## config.mk

```make
export PLATFORM = sky130hd
export DESIGN_NAME = tpg_test_gen
export DESIGN_NICKNAME = d
export VERILOG_FILES = /design/src/verilog/tpg_pkg.sv /design/src/verilog/tpg_pattern_gen.sv /design/src/verilog/tpg_test_gen.sv
export SDC_FILE = /design/constraint.sdc
export NUM_CORES = 2
export LEC_CHECK = 0
export BUFFER_PORTS_ARGS = -buffer_cell sky130_fd_sc_hd__buf_4
export CORE_AREA = 3 3 432 434
export CTS_BUF_LIST = sky130_fd_sc_hd__clkbuf_4
export CTS_CLUSTER_SIZE = 14
export DETAILED_ROUTE_END_ITERATION = 6
export DIE_AREA = 0 0 435 437
export HOLD_SLACK_MARGIN = 0.03
export SYNTH_ARGS = -nofsm -noshare
export SYNTH_HDL_FRONTEND = slang
export SYNTH_HIERARCHICAL = 1
export SYNTH_SLANG_ARGS = --single-unit
export TNS_END_PERCENT = 20
```

## constraint.sdc

```tcl
create_clock -name i_clock -period 8.6 [get_ports i_clock]
set_clock_uncertainty 0.2 [all_clocks]
set_input_delay 1.29 -clock i_clock [delete_from_list [all_inputs] [get_ports i_clock]]
set_output_delay 1.29 -clock i_clock [all_outputs]
set_load 0.01 [all_outputs]
```

## src/verilog/tpg_pkg.sv

```systemverilog
package tpg_pkg;

  localparam int DATA_W       = 512;
  localparam int DWORD_W      = 32;
  localparam int ADDR_W       = 48;
  localparam int BEAT_W       = 3;
  localparam int LFSR_SETS    = 4;
  localparam int LFSR_W       = LFSR_SETS * DWORD_W;
  localparam int REG_ADDR_W   = 8;

  localparam logic [BEAT_W-1:0] LAST_BEAT = 3'h7;

  localparam logic [REG_ADDR_W-1:0] REG_CONTROL      = 8'h00;
  localparam logic [REG_ADDR_W-1:0] REG_PATTERN      = 8'h04;
  localparam logic [REG_ADDR_W-1:0] REG_START_LO     = 8'h08;
  localparam logic [REG_ADDR_W-1:0] REG_START_HI     = 8'h0c;
  localparam logic [REG_ADDR_W-1:0] REG_END_LO       = 8'h10;
  localparam logic [REG_ADDR_W-1:0] REG_END_HI       = 8'h14;
  localparam logic [REG_ADDR_W-1:0] REG_STATUS       = 8'h18;
  localparam logic [REG_ADDR_W-1:0] REG_COUNT_LO     = 8'h1c;
  localparam logic [REG_ADDR_W-1:0] REG_COUNT_HI     = 8'h20;
  localparam logic [REG_ADDR_W-1:0] REG_BLOCK_LO     = 8'h24;
  localparam logic [REG_ADDR_W-1:0] REG_BLOCK_HI     = 8'h28;

  localparam int CTRL_START_BIT  = 0;
  localparam int CTRL_READ_BIT   = 1;
  localparam int CTRL_VERIFY_BIT = 2;
  localparam int STAT_ACTIVE_BIT = 0;
  localparam int STAT_FAIL_BIT   = 1;
  localparam int STAT_READ_BIT   = 2;

  localparam logic [2:0] PATT_ZERO = 3'h0;
  localparam logic [2:0] PATT_ONE  = 3'h1;
  localparam logic [2:0] PATT_INC  = 3'h2;
  localparam logic [2:0] PATT_DEC  = 3'h3;
  localparam logic [2:0] PATT_LFSR = 3'h4;

  typedef enum logic [1:0]
  {
    TPG_IDLE  = 2'b01,
    TPG_WRITE = 2'b10
  } tpg_fsm_t;

  typedef struct packed
  {
    logic [31:0]           wdata;
    logic [REG_ADDR_W-1:0] addr;
    logic                  wr;
    logic                  rd;
  } tpg_reg_req_t;

  typedef struct packed
  {
    tpg_fsm_t              fsm;
    logic                  start_pulse;
    logic                  tx_we;
    logic [DATA_W-1:0]     tx_data;
    logic                  rx_re;
    logic                  cmp_valid;
    logic [DATA_W-1:0]     expected;
    logic                  fail;
    logic                  verify_en;
    logic                  read_mode;
    logic [2:0]            pattern_sel;
    logic [ADDR_W-1:0]     start_addr;
    logic [ADDR_W-1:0]     end_count;
    logic [ADDR_W-1:0]     word_count;
    logic [ADDR_W-1:0]     block_addr;
    logic [BEAT_W-1:0]     beat;
    logic [LFSR_W-1:0]     lfsr;
    logic [31:0]           rdata;
  } tpg_state_t;

endpackage : tpg_pkg

```

## src/verilog/tpg_pattern_gen.sv

```systemverilog
module tpg_pattern_gen
(
  input  wire logic [tpg_pkg::ADDR_W-1:0] i_header_block_address,
  input  wire logic [tpg_pkg::BEAT_W-1:0] i_beat,
  input  wire logic [2:0]                 i_pattern_sel,
  input  wire logic [tpg_pkg::LFSR_W-1:0] i_lfsr_state,
  output logic      [tpg_pkg::DATA_W-1:0] o_pattern_word,
  output logic      [tpg_pkg::LFSR_W-1:0] o_lfsr_last
);

  function automatic logic [31:0] lfsr_step(input logic [31:0] s);
    lfsr_step = {s[30:0], s[30] ^ s[20] ^ s[0]};
  endfunction : lfsr_step

  logic [31:0] seed_block_address;
  logic [31:0] seed_block_address_inverted;
  logic [31:0] seed [4];
  logic [31:0] pattern_word [16];
  logic [54:0] dword_index;

  always_comb
  begin
    seed_block_address          = i_header_block_address[31:0];
    seed_block_address_inverted = ~i_header_block_address[31:0];
    // Four sets seeded from address and its inverse
    seed[0] = seed_block_address;
    seed[1] = {seed_block_address_inverted[7:0], seed_block_address[31:8]};
    seed[2] = {seed_block_address_inverted[15:0], seed_block_address[31:16]};
    seed[3] = {seed_block_address_inverted[23:0], seed_block_address[31:24]};
    o_pattern_word = '0;
    o_lfsr_last    = '0;
    dword_index    = '0;
    for (int j = 0; j < 4; j++)
    begin
      // Each set advances four steps per beat by look-ahead
      pattern_word[j]      = (i_beat == '0) ? seed[j] : lfsr_step(i_lfsr_state[j*32 +: 32]);
      pattern_word[j + 4]  = lfsr_step(pattern_word[j]);
      pattern_word[j + 8]  = lfsr_step(pattern_word[j + 4]);
      pattern_word[j + 12] = lfsr_step(pattern_word[j + 8]);
      o_lfsr_last[j*32 +: 32] = pattern_word[j + 12];
    end
    for (int k = 0; k < 16; k++)
    begin
      dword_index = {i_header_block_address, i_beat, 4'(k)};
      case (i_pattern_sel)
        tpg_pkg::PATT_ZERO: o_pattern_word[k*32 +: 32] = 32'h0000_0000;
        tpg_pkg::PATT_ONE:  o_pattern_word[k*32 +: 32] = 32'hffff_ffff;
        tpg_pkg::PATT_INC:  o_pattern_word[k*32 +: 32] = dword_index[31:0];
        tpg_pkg::PATT_DEC:  o_pattern_word[k*32 +: 32] = ~dword_index[31:0];
        tpg_pkg::PATT_LFSR: o_pattern_word[k*32 +: 32] = pattern_word[k];
        default:            o_pattern_word[k*32 +: 32] = 32'h0000_0000;
      endcase
    end
    // Header on first two dwords of each block for every pattern except zero and ones
    if ((i_beat == '0) && (i_pattern_sel != tpg_pkg::PATT_ZERO) && (i_pattern_sel != tpg_pkg::PATT_ONE))
    begin
      o_pattern_word[31:0]  = i_header_block_address[31:0];
      o_pattern_word[63:32] = {16'h0000, i_header_block_address[47:32]};
    end
  end

endmodule : tpg_pattern_gen

```

## src/verilog/tpg_test_gen.sv

```systemverilog
module tpg_test_gen
(
  input  wire logic                                 i_clock,
  input  wire logic                                 i_sys_rst,
  input  wire logic [tpg_pkg::REG_ADDR_W-1:0]       i_reg_addr,
  input  wire logic [31:0]                          i_reg_wdata,
  input  wire logic                                 i_reg_write,
  input  wire logic                                 i_reg_read,
  output logic      [31:0]                          o_reg_rdata,
  input  wire logic                                 i_tx_fifo_almost_full,
  output logic                                      o_tx_fifo_write_enable,
  output logic      [tpg_pkg::DATA_W-1:0]           o_tx_fifo_data,
  input  wire logic                                 i_rx_fifo_empty,
  output logic                                      o_rx_fifo_read_enable,
  input  wire logic [tpg_pkg::DATA_W-1:0]           i_rx_fifo_data,
  output logic                                      o_write_transfer_active,
  output logic                                      o_fail
);

  tpg_pkg::tpg_state_t   r;
  tpg_pkg::tpg_state_t   next_r;
  tpg_pkg::tpg_reg_req_t req;
  logic [tpg_pkg::DATA_W-1:0] gen_word;
  logic [tpg_pkg::LFSR_W-1:0] gen_lfsr_last;
  logic                       write_transfer_active;
  logic                       advance;
  logic                       mismatch;
  logic                       rx_take;

  function automatic logic [31:0] read_value(input tpg_pkg::tpg_state_t s, input logic [7:0] a);
    case (a)
      tpg_pkg::REG_CONTROL:  read_value = {29'h0, s.verify_en, s.read_mode, 1'b0};
      tpg_pkg::REG_PATTERN:  read_value = {29'h0, s.pattern_sel};
      tpg_pkg::REG_START_LO: read_value = s.start_addr[31:0];
      tpg_pkg::REG_START_HI: read_value = {16'h0, s.start_addr[47:32]};
      tpg_pkg::REG_END_LO:   read_value = s.end_count[31:0];
      tpg_pkg::REG_END_HI:   read_value = {16'h0, s.end_count[47:32]};
      tpg_pkg::REG_STATUS:   read_value = {29'h0, s.read_mode, s.fail, (s.fsm == tpg_pkg::TPG_WRITE)};
      tpg_pkg::REG_COUNT_LO: read_value = s.word_count[31:0];
      tpg_pkg::REG_COUNT_HI: read_value = {16'h0, s.word_count[47:32]};
      tpg_pkg::REG_BLOCK_LO: read_value = s.block_addr[31:0];
      tpg_pkg::REG_BLOCK_HI: read_value = {16'h0, s.block_addr[47:32]};
      default:               read_value = 32'h0000_0000;
    endcase
  endfunction : read_value

  assign req.addr  = i_reg_addr;
  assign req.wdata = i_reg_wdata;
  assign req.wr    = i_reg_write;
  assign req.rd    = i_reg_read;

  // One-hot bit of the write state, so the flag comes straight from a flop
  assign write_transfer_active = r.fsm[1];

  // Shared generator for write data and expected read data
  tpg_pattern_gen u_pattern
  (
    .i_header_block_address (r.block_addr),
    .i_beat                 (r.beat),
    .i_pattern_sel          (r.pattern_sel),
    .i_lfsr_state           (r.lfsr),
    .o_pattern_word         (gen_word),
    .o_lfsr_last            (gen_lfsr_last)
  );

  assign mismatch = r.cmp_valid && (i_rx_fifo_data != r.expected);

  // A read is taken only if the FIFO still held data when it sampled the enable
  assign rx_take = r.rx_re && !i_rx_fifo_empty;

  always_comb
  begin
    next_r       = r;
    advance      = 1'b0;
    next_r.rdata = 32'h0000_0000;
    next_r.start_pulse = 1'b0;

    if (req.rd)
    begin
      next_r.rdata = read_value(r, req.addr);
    end

    if (req.wr)
    begin
      case (req.addr)
        tpg_pkg::REG_CONTROL:
        begin
          next_r.start_pulse = req.wdata[tpg_pkg::CTRL_START_BIT];
          next_r.read_mode   = req.wdata[tpg_pkg::CTRL_READ_BIT];
          next_r.verify_en   = req.wdata[tpg_pkg::CTRL_VERIFY_BIT];
        end
        tpg_pkg::REG_PATTERN:  next_r.pattern_sel = req.wdata[2:0];
        tpg_pkg::REG_START_LO: next_r.start_addr[31:0] = req.wdata;
        tpg_pkg::REG_START_HI: next_r.start_addr[47:32] = req.wdata[15:0];
        tpg_pkg::REG_END_LO:   next_r.end_count[31:0] = req.wdata;
        tpg_pkg::REG_END_HI:   next_r.end_count[47:32] = req.wdata[15:0];
        default:               next_r.rdata = next_r.rdata;
      endcase
    end

    // Write side
    next_r.tx_we = 1'b0;
    case (r.fsm)
      tpg_pkg::TPG_IDLE:
      begin
        if (r.start_pulse && !r.read_mode)
        begin
          next_r.fsm = tpg_pkg::TPG_WRITE;
        end
      end
      tpg_pkg::TPG_WRITE:
      begin
        if (r.word_count == r.end_count)
        begin
          next_r.fsm = tpg_pkg::TPG_IDLE;
        end
        else
        begin
          next_r.tx_we = !i_tx_fifo_almost_full;
        end
      end
      default:
      begin
        next_r.fsm = tpg_pkg::TPG_IDLE;
      end
    endcase

    // Read side runs free in read mode
    next_r.rx_re = r.read_mode && !i_rx_fifo_empty;

    // Expected word is latched with the taken read so it lines up with the popped data
    advance = next_r.tx_we || rx_take;
    if (next_r.tx_we)
    begin
      next_r.tx_data = gen_word;
    end
    if (rx_take)
    begin
      next_r.expected = gen_word;
    end
    next_r.cmp_valid = rx_take;

    if (advance)
    begin
      next_r.word_count = r.word_count + 48'h1;
      next_r.beat       = r.beat + 3'h1;
      next_r.lfsr       = gen_lfsr_last;
      if (r.beat == tpg_pkg::LAST_BEAT)
      begin
        next_r.block_addr = r.block_addr + 48'h1;
      end
    end

    if (r.start_pulse)
    begin
      next_r.block_addr = r.start_addr;
      next_r.beat       = '0;
      next_r.word_count = '0;
      next_r.fail       = 1'b0;
      next_r.tx_we      = 1'b0;
      next_r.rx_re      = 1'b0;
    end

    // Set wins over the clear from a new start
    if (mismatch && r.verify_en)
    begin
      next_r.fail = 1'b1;
    end
  end

  always_ff @(posedge i_clock)
  begin
    if (i_sys_rst)
    begin
      r     <= '0;
      r.fsm <= tpg_pkg::TPG_IDLE;
    end
    else
    begin
      r <= next_r;
    end
  end

  assign o_reg_rdata             = r.rdata;
  assign o_tx_fifo_write_enable  = r.tx_we;
  assign o_tx_fifo_data          = r.tx_data;
  assign o_rx_fifo_read_enable   = r.rx_re;
  assign o_write_transfer_active = write_transfer_active;
  assign o_fail                  = r.fail;

endmodule : tpg_test_gen
```

==> results.sh <==
export IMPL_final_area_um2=77680
export IMPL_ys_warn_count=6
export IMPL_arrival_ns=6.13
export IMPL_end_kind="flop"
export IMPL_die_area_um2=190100
export IMPL_worstPathMaxFanout=61
export IMPL_post_drt_via_cell_ratio=5.827
export IMPL_fin_nets=9893
export IMPL_fillers=19480
export IMPL_maxUsedRoutingLayer="met5"
export IMPL_drc=0
export IMPL_grt_use_total_pct=44.55
export IMPL_critPathKind="flop to flop"
export IMPL_cts_root_buf="clkbuf_4"
export IMPL_cts_buffer_depth=4
export IMPL_place_inst=11340
export IMPL_reg2reg_depth=8
export IMPL_outcome="finished with violations"
export IMPL_drive_gt1_share_pct=19.79
export IMPL_coreArea_um2=183100
export IMPL_r2r_slack_ns=3.60
export IMPL_grt_pass1_wl_mm=575.9
export IMPL_final_cells=12180
export IMPL_max_freq_mhz=200.1
export IMPL_cts_buffers_inserted=414
export IMPL_whs_path_depth=4
export IMPL_powerDensity_nw_per_um2=175.4
export IMPL_cts_tree="done"
export IMPL_rsz0062_at_grt="no"
export IMPL_cts_resized=0
export IMPL_period_minus_slack_ns=4.999
export IMPL_start_kind="flop"
export IMPL_die_h_um=437
export IMPL_drt_pass1_iterations=7
export IMPL_ioPinCount=1106
export IMPL_met3_length_mm=56.10
export IMPL_finalPower_uw=13630
export IMPL_p_leak_uw=0.03058
export IMPL_first_global_vias=64390
export IMPL_drv_cap=7
export IMPL_clk_pin_slew_ns=0.07
export IMPL_r2r_start="r[355]"
export IMPL_postCtsSetupRepairBufs=0
export IMPL_gp_congestion=1.062
export IMPL_vias=70990
export IMPL_r2r_end="o_tx_fifo_data[51]"
export IMPL_syn_num_nets=9387
export IMPL_tns_ns=0
export IMPL_ant_nets=0
export IMPL_postSynthCellCount=8825
export IMPL_hold_end="r[1388]"
export IMPL_grt_max_degree=195
export IMPL_overflow=0
export IMPL_max_slew_margin_pct=-9.839
export IMPL_antenna_found_initial=136
export IMPL_worst_pin_slew_ns=1.636
export IMPL_clock_latency_ns=1.52
export IMPL_die_w_um=435
export IMPL_irDropWorstVdd_v=0.0001286
export IMPL_start_util_pct=36.16
export IMPL_min_delay_start="i_reg_addr[5]"
export IMPL_wl_per_cell_um=36.60
export IMPL_drt_total_wl_mm=445.9
export IMPL_required_ns=9.73
export IMPL_wl_met1_mm=164.3
export IMPL_drv_slew=16
export IMPL_hpwl_mm=335.6
export IMPL_failed_checks="max-capacitance violations, max-slew violations"
export IMPL_final_cell_mix="3,144 x nand2_1, 1,386 x dfxtp_1, 1,334 x a21oi_1"
export IMPL_postSynthAreaPerCell_um2=7.503
export IMPL_post_dp_cell_area_um2=72100
export IMPL_area_growth_synth_to_final_pct=17.32
export IMPL_clock_sinks=1387
export IMPL_drt_iter0_drc=10850
export IMPL_layout_cells_most_common="nand2_1"
export IMPL_setup_viol=0
export IMPL_post_route_period_util_pct=58.12
export IMPL_fin_util_pct=42.43
export IMPL_netlist_area_um2=66210
export IMPL_row_count=157
export IMPL_hold_violations=0
export IMPL_met2WireLength_mm=184.3
export IMPL_cts_hold_buffers_added=34
export IMPL_hp_class="input pin to flop"
export IMPL_cts_htree_levels=5
export IMPL_port_buffers=1105
[per-stage QoR]
step           hold WS, ns  setup slack, ns
6_report            0.1147            3.601
4_1_cts            0.03242            3.788
3_5_place_dp        0.2399            3.581
2_1_floorplan       0.2273            5.346
5_1_grt            0.09671            3.486
3_3_place_gp        0.2347            3.625
[registers in the layout, indices dropped and copies added, names as in the netlist]
register and cells:
r 839, o_tx_fifo_data 512, o_reg_rdata 32, o_fail 1, o_rx_fifo_read_enable 1, o_tx_fifo_write_enable 1
o_write_transfer_active 1
[layout make-up]
type,instances,area (um^2),area share (%)
antenna,86,215.2,0.2771
clock buffer,602,4519,5.818
clock inverter,116,494.2,0.6363
inverter,55,207.7,0.2674
multi-input combinational,6207,31620,40.70
sequential,1387,27770,35.75
tap,2464,3083,3.969
timing repair buffer,1266,9772,12.58
[worst max-delay path: stages, from the launching register on]
cell and delay, ns:
dfxtp_2 0.31, buf_4 0.31, nor2_2 0.27, and2_4 0.73, buf_4 0.74, nand2_1 0.59, a21oi_1 1.23, nand2_1 0.13
a21oi_1 0.18
[power by group]
group	total [uW]	switching (uW)	internal (uW)
Sequential	6420	1.17	6420
Combinational	764	495	269
Clock	6440	3200	3240
[routing by layer]
| layer | vias up | GRT usage [%] |
|---|---|---|
| met1 | 34370 | 54.15 |
| met4 | 30 | 35.12 |
| li1 | 29750 | - |
| met2 | 5529 | 64.09 |
| met3 | 1305 | 15.21 |
| met5 | - | 0 |
[how the worst max path moves through the flow]
stage                             startpoint             endpoint
after floorplan                i_reg_addr[7]      o_reg_rdata[23]
after global placement    i_rx_fifo_data[19]               o_fail
after detailed placement  i_rx_fifo_data[19]               o_fail
after CTS                             r[242]  o_tx_fifo_data[388]
after global routing                  r[240]  o_tx_fifo_data[252]
final                                 r[355]   o_tx_fifo_data[51]
(Power assumes the default switching activity.)
